==> config.mk <==
export PLATFORM = sky130hd
export DESIGN_NAME = basic_timer
export DESIGN_NICKNAME = d
export VERILOG_FILES = /design/src/logic/timer2_pkg.sv /design/src/logic/edge_prescaler.sv /design/src/logic/basic_timer.sv
export VERILOG_INCLUDE_DIRS = /design/src /design/src/logic
export SDC_FILE = /design/constraint.sdc
export NUM_CORES = 1
export LEC_CHECK = 0
export ABC_AREA = 1
export BUFFER_PORTS_ARGS = -buffer_cell sky130_fd_sc_hd__buf_2
export CELL_PAD_IN_SITES_DETAIL_PLACEMENT = 1
export CELL_PAD_IN_SITES_GLOBAL_PLACEMENT = 2
export CORE_MARGIN = 8
export CORE_UTILIZATION = 35
export CTS_BUF_LIST = sky130_fd_sc_hd__clkbuf_4
export CTS_CLUSTER_SIZE = 12
export DETAILED_ROUTE_END_ITERATION = 7
export PLACE_DENSITY_LB_ADDON = 0.1
export SLEW_MARGIN = 20
export SYNTH_ARGS = -nofsm -noshare
export SYNTH_HDL_FRONTEND = slang
export SYNTH_SLANG_ARGS = --single-unit
==> constraint.sdc <==
create_clock -name i_clock -period 2.3 [get_ports i_clock]
set_input_delay 0.23 -clock i_clock [delete_from_list [all_inputs] [get_ports i_clock]]
set_output_delay 0.23 -clock i_clock [all_outputs]
set_load 0.01 [all_outputs]
==> src/logic/timer2_params.svh <==
`ifndef TIMER2_PARAMS_SVH
`define TIMER2_PARAMS_SVH

`define ADDR_CTRL_LOW      8'hC0
`define ADDR_CTRL_HIGH     8'hC1
`define ADDR_INIT_LOW      8'hC2
`define ADDR_INIT_HIGH     8'hC3
`define ADDR_PERIOD_LOW    8'hC4
`define ADDR_PERIOD_HIGH   8'hC5
`define ADDR_DUTY_LOW      8'hC6
`define ADDR_DUTY_HIGH     8'hC7

`define RST_BYTE_ZERO      8'h00
`define RST_BYTE_ONES      8'hFF

`define CL_MODE_LSB        0
`define CL_SRC_LSB         2
`define CL_PSC_LSB         5
`define CH_EDGE_LSB        0
`define CH_CSRC_LSB        2
`define CH_CAPTURE_INTERRUPT_ENABLE_BIT      4
`define CH_CNT_IE_BIT      5
`define CH_CAP_PND_BIT     6
`define CH_CNT_PND_BIT     7

`define EDGE_RISE          2'h0
`define EDGE_FALL          2'h1
`define CSRC_CMP0          2'h2
`define CSRC_CMP1          2'h3

`define SRC_PIN_RISE       3'h0
`define SRC_PIN_FALL       3'h1
`define SRC_FAST_OSC       3'h2
`define SRC_SLOW_OSC       3'h3
`define SRC_CRYSTAL        3'h4

`endif

==> src/logic/timer2_pkg.sv <==
`default_nettype none
package timer2_pkg;
  typedef enum logic [1:0] {
    MODE_OFF     = 2'b00,
    MODE_COUNTER = 2'b01,
    MODE_PWM     = 2'b10,
    MODE_CAPTURE = 2'b11
  } mode_e;
endpackage
`default_nettype wire

==> src/logic/edge_prescaler.sv <==
`default_nettype none
`include "timer2_params.svh"
// count source selection, edge detect and power-of-two prescaler
module edge_prescaler (
  input  wire logic       i_clock,
  input  wire logic       i_rst,
  input  wire logic       i_enable,
  input  wire logic [2:0] i_source_select,
  input  wire logic [2:0] i_prescaler_select,
  input  wire logic       i_pin,
  input  wire logic       i_fast_osc,
  input  wire logic       i_slow_osc,
  input  wire logic       i_crystal,
  output logic            o_tick
);
  logic [2:0] prev_q;
  logic       pin_prev_q;
  logic [6:0] div_q;
  logic       event_raw;
  logic       div_hit;

  always_ff @(posedge i_clock) begin
    if (i_rst) begin
      prev_q     <= 3'h0;
      pin_prev_q <= 1'b0;
    end else begin
      prev_q     <= {i_crystal, i_slow_osc, i_fast_osc};
      pin_prev_q <= i_pin;
    end
  end

  // divided-by-two sources count on both edges
  always_comb begin
    case (i_source_select)
      `SRC_PIN_RISE: event_raw = i_pin & ~pin_prev_q;
      `SRC_PIN_FALL: event_raw = ~i_pin & pin_prev_q;
      `SRC_FAST_OSC: event_raw = i_fast_osc ^ prev_q[0];
      `SRC_SLOW_OSC: event_raw = i_slow_osc ^ prev_q[1];
      `SRC_CRYSTAL:  event_raw = i_crystal ^ prev_q[2];
      default:       event_raw = 1'b1;
    endcase
  end

  assign div_hit = ((div_q & ((7'h01 << i_prescaler_select) - 7'h01)) == ((7'h01 << i_prescaler_select) - 7'h01));

  always_ff @(posedge i_clock) begin
    if (i_rst || !i_enable) begin
      div_q  <= 7'h00;
      o_tick <= 1'b0;
    end else begin
      o_tick <= 1'b0;
      if (event_raw) begin
        if (div_hit) begin
          div_q  <= 7'h00;
          o_tick <= 1'b1;
        end else begin
          div_q <= div_q + 7'h01;
        end
      end
    end
  end
endmodule
`default_nettype wire

==> src/logic/basic_timer.sv <==
`default_nettype none
`include "timer2_params.svh"
// How it works
// capture irq enable at high control bit 4
// capture source: pin, comparator 0, comparator 1
// capture edge: rising, falling, both edges
// initial count bytes, reset zero, start value
// period bytes reset to all ones
// pwm duty from duty/capture pair
// capture latches counter into duty/capture pair
// mode 01 counter, 10 pwm, 11 capture
// software writes mode field last
// count event sets count pending, irq if enabled
// capture sets capture pending, irq if enabled
// software clears pending flags before configuring
// count irq enable at high control bit 5
// source select 4:2, prescaler 7:5 low control
// software zeroes duty/capture pair before capture
// edge field ignored for comparator sources
// software reads captured value from pair
// count source codes pin, oscillators, system clock
// prescaler divides by two to the power
// pending flags clear on write one
// mode zero stops counting, capture and pwm
// count from initial, wrap at period, flag
// pwm active below duty until period wrap
module basic_timer (
  input  wire logic       i_clock,
  input  wire logic       i_rst,
  input  wire logic [7:0] i_addr,
  input  wire logic [7:0] i_wdata,
  input  wire logic       i_write,
  input  wire logic       i_read,
  input  wire logic       i_timer_input_pin,
  input  wire logic       i_comparator0,
  input  wire logic       i_comparator1,
  input  wire logic       i_fast_osc_div2,
  input  wire logic       i_slow_osc_div2,
  input  wire logic       i_crystal_div2,
  output logic [7:0]      o_rdata,
  output logic            o_pwm,
  output logic            o_count_irq,
  output logic            o_capture_irq
);
  logic [7:0]  low_control_register_q;
  logic        count_pending_flag_q;
  logic        capture_pending_flag_q;
  logic        count_irq_enable_q;
  logic        capture_irq_enable_q;
  logic [1:0]  capture_source_q;
  logic [1:0]  capture_edge_select_q;
  logic [7:0]  initial_count_low_q;
  logic [7:0]  initial_count_high_q;
  logic [7:0]  period_value_low_q;
  logic [7:0]  period_value_high_q;
  logic [7:0]  duty_capture_low_q;
  logic [7:0]  duty_capture_high_q;
  logic [15:0] count_q;
  logic        cap_pin_prev_q;
  logic        cmp0_prev_q;
  logic        cmp1_prev_q;
  logic        running_q;

  timer2_pkg::mode_e mode;
  logic [2:0]  source_select;
  logic [2:0]  prescaler_select;
  logic [15:0] period_value;
  logic [15:0] initial_count;
  logic [15:0] duty_value;
  logic        tick;
  logic        wrap;
  logic        capture_event;
  logic        pin_rise;
  logic        pin_fall;
  logic        wr_ctrl_high;

  assign mode = timer2_pkg::mode_e'(low_control_register_q[`CL_MODE_LSB +: 2]);
  assign source_select    = low_control_register_q[`CL_SRC_LSB +: 3];
  assign prescaler_select = low_control_register_q[`CL_PSC_LSB +: 3];
  assign period_value  = {period_value_high_q, period_value_low_q};
  assign initial_count = {initial_count_high_q, initial_count_low_q};
  assign duty_value    = {duty_capture_high_q, duty_capture_low_q};
  assign wr_ctrl_high  = i_write && (i_addr == `ADDR_CTRL_HIGH);

  edge_prescaler u_prescaler (
    .i_clock            (i_clock),
    .i_rst              (i_rst),
    .i_enable           (mode != timer2_pkg::MODE_OFF),
    .i_source_select    (source_select),
    .i_prescaler_select (prescaler_select),
    .i_pin              (i_timer_input_pin),
    .i_fast_osc         (i_fast_osc_div2),
    .i_slow_osc         (i_slow_osc_div2),
    .i_crystal          (i_crystal_div2),
    .o_tick             (tick)
  );

  assign wrap = tick && (count_q == period_value);

  // capture event detection
  always_ff @(posedge i_clock) begin
    if (i_rst) begin
      cap_pin_prev_q <= 1'b0;
      cmp0_prev_q    <= 1'b0;
      cmp1_prev_q    <= 1'b0;
    end else begin
      cap_pin_prev_q <= i_timer_input_pin;
      cmp0_prev_q    <= i_comparator0;
      cmp1_prev_q    <= i_comparator1;
    end
  end

  assign pin_rise = i_timer_input_pin & ~cap_pin_prev_q;
  assign pin_fall = ~i_timer_input_pin & cap_pin_prev_q;

  always_comb begin
    case (capture_source_q)
      `CSRC_CMP0: capture_event = i_comparator0 & ~cmp0_prev_q;
      `CSRC_CMP1: capture_event = i_comparator1 & ~cmp1_prev_q;
      default: begin
        case (capture_edge_select_q)
          `EDGE_RISE: capture_event = pin_rise;
          `EDGE_FALL: capture_event = pin_fall;
          default:    capture_event = pin_rise | pin_fall;
        endcase
      end
    endcase
  end

  // low control register
  always_ff @(posedge i_clock) begin
    if (i_rst) begin
      low_control_register_q <= `RST_BYTE_ZERO;
    end else if (i_write && i_addr == `ADDR_CTRL_LOW) begin
      low_control_register_q <= i_wdata;
    end
  end

  // high control register enables and selectors
  always_ff @(posedge i_clock) begin
    if (i_rst) begin
      count_irq_enable_q    <= 1'b0;
      capture_irq_enable_q  <= 1'b0;
      capture_source_q      <= 2'h0;
      capture_edge_select_q <= 2'h0;
    end else if (wr_ctrl_high) begin
      count_irq_enable_q    <= i_wdata[`CH_CNT_IE_BIT];
      capture_irq_enable_q  <= i_wdata[`CH_CAPTURE_INTERRUPT_ENABLE_BIT];
      capture_source_q      <= i_wdata[`CH_CSRC_LSB +: 2];
      capture_edge_select_q <= i_wdata[`CH_EDGE_LSB +: 2];
    end
  end

  // pending flags: write one clears, a same-cycle event wins
  always_ff @(posedge i_clock) begin
    if (i_rst) begin
      count_pending_flag_q   <= 1'b0;
      capture_pending_flag_q <= 1'b0;
    end else begin
      if (mode == timer2_pkg::MODE_COUNTER && wrap) begin
        count_pending_flag_q <= 1'b1;
      end else if (wr_ctrl_high && i_wdata[`CH_CNT_PND_BIT]) begin
        count_pending_flag_q <= 1'b0;
      end
      if (mode == timer2_pkg::MODE_CAPTURE && capture_event) begin
        capture_pending_flag_q <= 1'b1;
      end else if (wr_ctrl_high && i_wdata[`CH_CAP_PND_BIT]) begin
        capture_pending_flag_q <= 1'b0;
      end
    end
  end

  // initial count and period bytes
  always_ff @(posedge i_clock) begin
    if (i_rst) begin
      initial_count_low_q  <= `RST_BYTE_ZERO;
      initial_count_high_q <= `RST_BYTE_ZERO;
      period_value_low_q   <= `RST_BYTE_ONES;
      period_value_high_q  <= `RST_BYTE_ONES;
    end else if (i_write) begin
      case (i_addr)
        `ADDR_INIT_LOW:    initial_count_low_q  <= i_wdata;
        `ADDR_INIT_HIGH:   initial_count_high_q <= i_wdata;
        `ADDR_PERIOD_LOW:  period_value_low_q   <= i_wdata;
        `ADDR_PERIOD_HIGH: period_value_high_q  <= i_wdata;
        default: ;
      endcase
    end
  end

  // duty/capture pair; capture overrides a same-cycle write
  always_ff @(posedge i_clock) begin
    if (i_rst) begin
      duty_capture_low_q  <= `RST_BYTE_ZERO;
      duty_capture_high_q <= `RST_BYTE_ZERO;
    end else if (mode == timer2_pkg::MODE_CAPTURE && capture_event) begin
      duty_capture_low_q  <= count_q[7:0];
      duty_capture_high_q <= count_q[15:8];
    end else if (i_write && i_addr == `ADDR_DUTY_LOW) begin
      duty_capture_low_q <= i_wdata;
    end else if (i_write && i_addr == `ADDR_DUTY_HIGH) begin
      duty_capture_high_q <= i_wdata;
    end
  end

  // counter: loads initial value when mode leaves off
  always_ff @(posedge i_clock) begin
    if (i_rst) begin
      count_q   <= 16'h0000;
      running_q <= 1'b0;
    end else if (mode == timer2_pkg::MODE_OFF) begin
      count_q   <= initial_count;
      running_q <= 1'b0;
    end else if (!running_q) begin
      count_q   <= initial_count;
      running_q <= 1'b1;
    end else if (wrap) begin
      count_q <= 16'h0000;
    end else if (tick) begin
      count_q <= count_q + 16'h0001;
    end
  end

  // pwm output and interrupt requests
  always_ff @(posedge i_clock) begin
    if (i_rst) begin
      o_pwm         <= 1'b0;
      o_count_irq   <= 1'b0;
      o_capture_irq <= 1'b0;
    end else begin
      o_pwm         <= (mode == timer2_pkg::MODE_PWM) && running_q && (count_q < duty_value);
      o_count_irq   <= count_pending_flag_q && count_irq_enable_q;
      o_capture_irq <= capture_pending_flag_q && capture_irq_enable_q;
    end
  end

  // register read port
  always_ff @(posedge i_clock) begin
    if (i_rst) begin
      o_rdata <= 8'h00;
    end else if (i_read) begin
      case (i_addr)
        `ADDR_CTRL_LOW:    o_rdata <= low_control_register_q;
        `ADDR_CTRL_HIGH:   o_rdata <= {count_pending_flag_q, capture_pending_flag_q, count_irq_enable_q,
                                       capture_irq_enable_q, capture_source_q, capture_edge_select_q};
        `ADDR_INIT_LOW:    o_rdata <= initial_count_low_q;
        `ADDR_INIT_HIGH:   o_rdata <= initial_count_high_q;
        `ADDR_PERIOD_LOW:  o_rdata <= period_value_low_q;
        `ADDR_PERIOD_HIGH: o_rdata <= period_value_high_q;
        `ADDR_DUTY_LOW:    o_rdata <= duty_capture_low_q;
        `ADDR_DUTY_HIGH:   o_rdata <= duty_capture_high_q;
        default:           o_rdata <= 8'h00;
      endcase
    end
  end
endmodule
`default_nettype wire

==> results of run 1 <==
==> kinds of logic (layout without fill, tap and decap cells) <==
| logic type | after synthesis | after routing | synth area share |
|---|---|---|---|
| xor gates and xnor gates | 8 | 8 | 0.01152 |
| DFF | 106 | 106 | 0.3489 |
| AOI/OAI and AO/OA | 196 | 196 | 0.1730 |
| buffers and inverters | 184 | 221 | 0.1193 |
| other | 0 | 1 | 0 |
| and+or+nand+nor | 420 | 420 | 0.3061 |
| adders and majority gates | 20 | 20 | 0.04114 |
==> placed cells by master (no fill, tap or decap), types with 5 or more instances in the layout <==
master	netlist	layout
o21ai_0	93	93
dfxtp_1	106	105
nor2_1	90	90
dlygate4sd3_1	0	6
clkbuf_4	0	10
o211ai_1	7	7
nor3_1	16	16
xor2_1	5	5
nand2_1	177	177
buf_4	2	19
nand3_1	92	92
a211oi_1	15	15
inv_1	142	142
a21oi_1	67	67
ha_1	20	20
nand4_1	30	30
o22ai_1	7	7
buf_2	15	36
==> power breakdown <==
group	internal [µW]	total [µW]	leakage (µW)	switching [µW]
clock network	358	1090	0.0000809	727
logic	54.9	196	0.00195	141
registers	1850	1850	0.000856	5.42
total	2260	3130	0.00288	873
==> layout make-up <==
type                       instances  area share
multi-input combinational        644      0.4819
clock inverter                     6     0.01063
inverter                         144     0.08054
antenna                            1   0.0003729
clock buffer                      10     0.01119
sequential                       106      0.3164
tap                              225     0.04195
timing repair buffer              61     0.05705
==> worst min-delay path, stage by stage <==
cell and delay, ns:
buf_2 0.17, nand2_1 0.08, a21oi_1 0.05
==> timing repair <==
action / 4_1_cts / 5_1_grt
hold buffers: 6 / 0
gates resized for setup: 0 / 1
buffers inserted: 0 / 0
endpoints found under the hold margin: 6 / 0
setup endpoints to repair: 0 / 1
==> per-layer routing <==
metal	GRT usage	vias to the layer above
met5	0	-
met4	0.06782	0
met3	0.03791	34
met2	0.3975	126
met1	0.2665	3107
li1	-	3134
==> cells in the mapped netlist <==
cell       instances
o21ai_0           93
dfxtp_1          106
nor2_4             1
a21oi_1           67
nor3_1            16
clkbuf_1          18
inv_2              2
nor2_2             4
nand2_1          177
xor2_1             5
nand4_2            1
nand3_1           92
o21bai_1           1
a31oi_1            1
a211oi_1          15
or2_2              1
xnor2_1            3
o21ai_1            4
clkbuf_2           1
o2111ai_1          1
inv_1            142
buf_2             15
nand3_2            3
buf_4              2
or2_1              1
buf_6              1
nand3b_1           2
nor2_1            90
o211ai_1           7
nor2b_2            1
ha_1              20
buf_1              3
nor3_4             1
nand4_1           30
o22ai_1            7
==> through the flow <==
step                        util  power, µW  setup slack, ns  hold slack [ns]
after floorplan                -       1992           0.6490           0.3370
after global placement    0.3798       2073           0.2886           0.4461
after detailed placement  0.3798       2079           0.1778           0.4641
after CTS                 0.3919       3167           0.1348          0.01965
after global routing      0.3921       3263          0.07299          0.01430
final                     0.3921       3134           0.2577          0.05320
==> worst min path at each step <==
stage,from,endpoint,slack [ns]
floorplan,i_comparator0,cmp0_prev_q,0.34
global placement,i_comparator0,cmp0_prev_q,0.45
detailed placement,o_rdata[0],o_rdata[0],0.46
CTS,i_read,o_rdata[4],0.02
global route,i_read,o_rdata[4],0.01
finish,i_read,o_rdata[4],0.05
==> sequential cells by signal, summed over array words and instances, names as in the netlist, 3 cells and up <==
signal and count:
duty_capture_low_q 8, count_q 16, period_value_low_q 8, u_prescaler.prev_q 3, low_control_register_q 8, period_value_high_q 8, initial_count_low_q 8, duty_capture_high_q 8
initial_count_high_q 8, o_rdata 8, u_prescaler.div_q 7
==> summary.txt, run 1 <==
Synthesis
  • Yosys top cell by area: dfxtp_1
  • Syn Nets: 980
  • Yosys warns: 0
  • Post-Syn Area: 0.006082 mm²
  • Register bit total from synthesis: 106
  • Mapped Cells: 934
  • Syn_area_per_cell: 6.512 µm²
  • Top cell type's share of synthesized area: 0.3489
  • Sequential element share of the synthesized area: 0.3489
  • Post-synth cell types: 35
  • Largest cells by area after synthesis: dfxtp_1, nand2_1, inv_1

Power
  • Pwr Density: 467.0 mW/mm²
  • Peak VDD IR: 0.3077 mV
  • LEAKAGE: 0.002884 µW

Worst setup path
  • Worst Setup Path Type: flop to flop
  • Cell family with most CP delay: simple AND/OR/NAND/NOR gates
  • R2R depth: 9
  • Cell breakdown of the critical path: nor2_1 -> nand2_1 -> ha_1 -> or2_2 -> nand2_1 -> nor2_1 -> nand3_1 -> nand2_1 -> a21oi_1
  • Stages on worst setup path: 9
  • CP arrival: 2.49 ns
  • CP Capture Type: flop
  • R2r setup slk: 0.26 ns
  • Largest fanout on the critical path: 7
  • Buf+Inv Stages, Crit Path: 0
  • Worst Setup SP: low_control_register_q[6]
  • Critical path's slowest cell: dfxtp_1
  • Most common cell on crit path: nand2_1
  • Max stage delay on crit path: 0.44 ns
  • Critical Path Start Type: flop
  • Worst r2r src: low_control_register_q[6]
  • Worst reg2reg endpoint: u_prescaler.div_q[0]
  • CP Capture Point: u_prescaler.div_q[0]
  • Worst Path Required: 2.75 ns

Global route
  • Vias in the first global route: 6619
  • First-pass GRT wire length: 37510 µm
  • Gr usage total: 0.2226
  • Initial antenna violation count: 1
  • Largest net degree at the start of global routing: 50
  • Grt total ovfl: 0

Route
  • M1 WL: 10400 µm
  • Per-cell routed wire length: 19.95 µm
  • Met3 WL: 888 µm
  • Initial DRC count: 273
  • Vias after detailed routing: 6401
  • Post-DRT Antenna Nets: 0
  • Uppermost layer routed: met4
  • Metal2 WL: 12020 µm
  • DRC viols: 0
  • Routed WL: 23880 µm
  • Avg Vias per Cell: 5.348
  • Initial DRT Pass Iterations: 5

Final layout
  • Area growth syn-to-layout: 10.35%
  • FF/Latch Area: 0.002123 mm²
  • Share of cells above drive strength 1: 0.08754
  • Final Non-Filler Cells: 1197
  • Nets: 1012
  • FILL cells: 2305
  • Post-layout instance area: 0.006711 mm²
  • Multi-input gate area in the final layout: 0.003234 mm²

Clock network
  • H-tree depth: 3
  • CTS Buf Count: 9
  • Reg clk slew, reported paths: 0.19 ns
  • Sink Count: 106
  • Worst skew pair latency: 0.50 ns
  • Root buf cell: clkbuf_4
  • Maximum buffer depth of the clock tree: 2
  • CTS tree: done

Placed design
  • Detail Placement HPWL: 18490 µm
  • Port Buffers: 36
  • Gpl congestion: 0.8978
  • Placed Cells: 1174
  • Placed cell areas: 0.006501 mm²

Timing
  • Final TNS setup: 0 ns
  • Count of final max-slew check failures: 0
  • RSZ-0062 raised after global routing: false
  • Worst-margin pin slew: 0.5988 ns
  • Final Hold Viols: 0
  • Final Skew: 0.02198 ns
  • Tcrit/Tclk final: 0.8880
  • Tmin final: 2.042 ns
  • Finish-stage setup viols: 0
  • Fmax: 489.6 MHz
  • Relative slew slack: 0.6008

Floorplanning
  • DIE AREA: 0.02185 mm²
  • Die Width: 147.8 µm
  • Initial Util: 0.3553
  • Core ar.: 0.01712 mm²
  • Num rows: 48
  • # IOs: 37
  • Die height: 147.8 µm

Status
  • Outcome: finished, final reports clean

Flow run
  • Max-cap violations: 0

Hold path
  • Worst Hold Class: input pin to flop
  • Hold Path Stages: 3
(Power assumes the default switching activity.)
==> run 2, diff against run 1 <==
--- a/config.mk
+++ b/config.mk
@@ -7,16 +7,17 @@
 export NUM_CORES = 1
 export LEC_CHECK = 0
 export ABC_AREA = 1
-export BUFFER_PORTS_ARGS = -buffer_cell sky130_fd_sc_hd__buf_2
 export CELL_PAD_IN_SITES_DETAIL_PLACEMENT = 1
 export CELL_PAD_IN_SITES_GLOBAL_PLACEMENT = 2
 export CORE_MARGIN = 8
-export CORE_UTILIZATION = 35
+export CORE_UTILIZATION = 37
 export CTS_BUF_LIST = sky130_fd_sc_hd__clkbuf_4
 export CTS_CLUSTER_SIZE = 12
 export DETAILED_ROUTE_END_ITERATION = 7
+export DONT_BUFFER_PORTS = 1
 export PLACE_DENSITY_LB_ADDON = 0.1
 export SLEW_MARGIN = 20
 export SYNTH_ARGS = -nofsm -noshare
 export SYNTH_HDL_FRONTEND = slang
+export SYNTH_HIERARCHICAL = 1
 export SYNTH_SLANG_ARGS = --single-unit
==> run 2 against run 1 <==
- synthesized cell count rose by 3.3%
- register-to-register slack improved by 0.04 ns
- combinational power barely moved
- largest cell class unchanged
- largest power group unchanged
==> summary.txt, run 2 <==
Status
  • Outcome: finished, final reports clean

Clock network
  • Root buf cell: clkbuf_4
  • Resized Gates After CTS: 0 (unchanged)
  • CTS tree: done
  • Worst skew pair latency: 0.50 ns (about the same)
  • CTS Buf Count: 9 (unchanged)
  • H-tree depth: 3 (unchanged)
  • # Post-CTS Setup Buffers: 0 (unchanged)
  • Reg clk slew, reported paths: 0.19 ns (about the same)
  • Sink Count: 107 (+0.94%)
  • Maximum buffer depth of the clock tree: 2 (unchanged)

Final layout
  • Largest reg by FF count: count_q
  • Share of cells above drive strength 1: 0.05708 (-0.03045)
  • FILL cells: 2219 (-3.7%)
  • Area growth syn-to-layout: 8.871%
  • Nets: 1022 (+0.99%)
  • Commonest non-fill, non-tap cell in the layout: nand2_1
  • Largest register FFs: 16 (unchanged)
  • Most frequent cells in the layout: nand2_1, inv_1, dfxtp_1

Synthesis
  • Most frequent cell after synthesis: nand2_1
  • Register bit total from synthesis: 107 (+0.94%)
  • Largest cells by area after synthesis: dfxtp_1, nand2_1, inv_1
  • Post-synth cell types: 33 (-5.7%)
  • Sequential element share of the synthesized area: 0.3421 (-0.006841)
  • Top cell type's share of synthesized area: 0.3421 (-0.006841)
  • FFs w/ async S/R, synth: 0 (unchanged)
  • Syn Nets: 1011 (+3.2%)
  • Syn_area_per_cell: 6.489 µm² (-0.35%)
  • Synth cell count leaders: nand2_1, inv_1, dfxtp_1
  • Post-Syn Area: 0.006262 mm² (+3.0%)
  • Yosys top cell by area: dfxtp_1
  • Mapped Cells: 965 (+3.3%)
  • Post-synth EDFFs: 0 (unchanged)
  • Yosys warns: 6 (+6)
  • Ys flop type: dfxtp_1

Placed design
  • Detail Placement HPWL: 18650 µm (+0.87%)
  • Gpl congestion: 0.9508 (+5.9%)
  • Port Buffers: 0 (-100%)

Route
  • Routed WL: 25090 µm (+5.1%)
  • Vias after detailed routing: 6666 (+4.1%)
  • Avg Vias per Cell: 5.546 (+3.7%)
  • Uppermost layer routed: met4
  • M1 WL: 11080 µm (+6.6%)
  • DRC viols: 0 (unchanged)
  • Initial DRT Pass Iterations: 5 (unchanged)
  • Metal2 WL: 12040 µm (+0.14%)
  • Per-cell routed wire length: 20.87 µm (+4.6%)
  • Post-DRT Antenna Nets: 0 (unchanged)
  • Met3 WL: 1109 µm (+25%)
  • Initial DRC count: 465 (+70%)

Worst setup path
  • Worst Path Required: 2.69 ns (-0.06 ns)
  • CP Capture Type: flop
  • CP arrival: 2.39 ns (-0.10 ns)
  • Critical Path Start Type: flop
  • Worst Setup Path Type: flop to flop
  • Worst r2r src: count_q[7]
  • Worst Setup SP: count_q[7]
  • Largest fanout on the critical path: 16 (+9)

Global route
  • First-pass GRT wire length: 39160 µm (+4.4%)
  • Vias in the first global route: 6701 (+1.2%)
  • Initial antenna violation count: 1 (unchanged)
  • Grt total ovfl: 0 (unchanged)
  • Gr usage total: 0.2337 (+0.01108)
  • Largest net degree at the start of global routing: 55 (+10%)

Timing
  • Hold Slack: 0.02946 ns (-0.02374 ns)
  • Final TNS setup: 0 ns (unchanged)
  • RSZ-0062 raised after global routing: false
  • Count of final max-slew check failures: 0 (unchanged)
  • Tcrit/Tclk final: 0.8695 (-0.01842)
  • Tmin final: 2.000 ns (-0.04237 ns)
  • Worst-margin pin slew: 0.6133 ns (+0.01447 ns)
  • Fmax: 500.0 MHz (+2.1%)
  • Finish-stage setup viols: 0 (unchanged)
  • Final Skew: 0.02129 ns (-0.0006906 ns)
  • Relative slew slack: 0.5898 (-0.01099)
  • Final Hold Viols: 0 (unchanged)

Floorplanning
  • DIE AREA: 0.02134 mm² (-2.3%)
  • Die height: 146.1 µm (-1.2%)
  • Core ar.: 0.01658 mm² (-3.1%)
  • Initial Util: 0.3776 (+0.02229)
  • # IOs: 37 (unchanged)
  • Die Width: 146.1 µm (-1.2%)
  • Num rows: 47 (-2.1%)

Power
  • LEAKAGE: 0.002797 µW (-3.0%)
  • Total power: 3233 µW (+3.2%)
  • Peak VDD IR: 0.2129 mV (-31%)
  • Pwr Density: 474.2 mW/mm² (+1.6%)

Hold path
  • Worst Hold Launch: i_wdata[5]
  • Worst Hold Class: input pin to flop

Flow run
  • Max-cap violations: 0 (unchanged)
run 2: where the power goes:
part	switching, µW	internal (µW)	leakage [µW]
clock network	719	447	0.0000846
registers	6.14	1870	0.000864
logic	138	57.2	0.00185
run 2: critical path: stages (launching register included):
cell,delay (ns)
dfxtp_1,0.56
inv_1,0.20
nand2_1,0.14
nand4_1,0.09
nor2_1,0.20
nand3_2,0.39
nand3b_1,0.22
a21oi_1,0.08
run 2: through the flow:
| step | instance area, µm² | instances | util | setup slack [ns] |
|---|---|---|---|---|
| after floorplan | 6262 | 965 | - | 0.7392 |
| after global placement | 6462 | 1168 | 0.3897 | 0.4215 |
| after detailed placement | 6462 | 1168 | 0.3897 | 0.3956 |
| after CTS | 6815 | 1201 | 0.4110 | 0.3407 |
| after global routing | 6818 | 1202 | 0.4111 | 0.1607 |
| final | 6818 | 1202 | 0.4111 | 0.3000 |
run 2: area by class of cell:
class | count | area [µm²] | area share
Multi-Input combinational cell | 676 | 3357 | 0.4924
Sequential cell | 107 | 2142 | 0.3142
Inverter | 150 | 563.0 | 0.08258
Timing Repair Buffer | 32 | 312.8 | 0.04588
Tap cell | 220 | 275.3 | 0.04037
Clock inverter | 7 | 97.59 | 0.01431
Clock buffer | 9 | 67.56 | 0.009910
Antenna cell | 1 | 2.502 | 0.0003670
run 2: logic make-up (layout without fill, tap and decap cells):
family	count (synthesis)	in the layout	synth area share
simple gates	439	439	0.3121
compound gates	209	209	0.1728
buf+inv	182	198	0.1219
flops	107	107	0.3421
fa+ha+maj	20	20	0.03996
xor+xnor	8	8	0.01119
other cells	0	1	0
run 2: timing repair:
item	in CTS	in global routing
endpoints found under the hold margin	102	0
setup endpoints to repair	0	0
hold buffers	17	0
run 2: path summary, 6_finish.rpt:
check	to	slack (ns)	depth (start not counted)
max	count_q[4]	0.30	7
min	duty_capture_high_q[5]	0.03	4
max reg2reg	count_q[4]	0.30	7
min reg2reg	initial_count_low_q[7]	0.48	2
run 2: routing by layer:
metal / track usage / vias to the layer above
met5: 0 / -
met4: 0.1020 / 0
met3: 0.03059 / 48
met2: 0.3998 / 161
met1: 0.2890 / 3289
li1: - / 3168
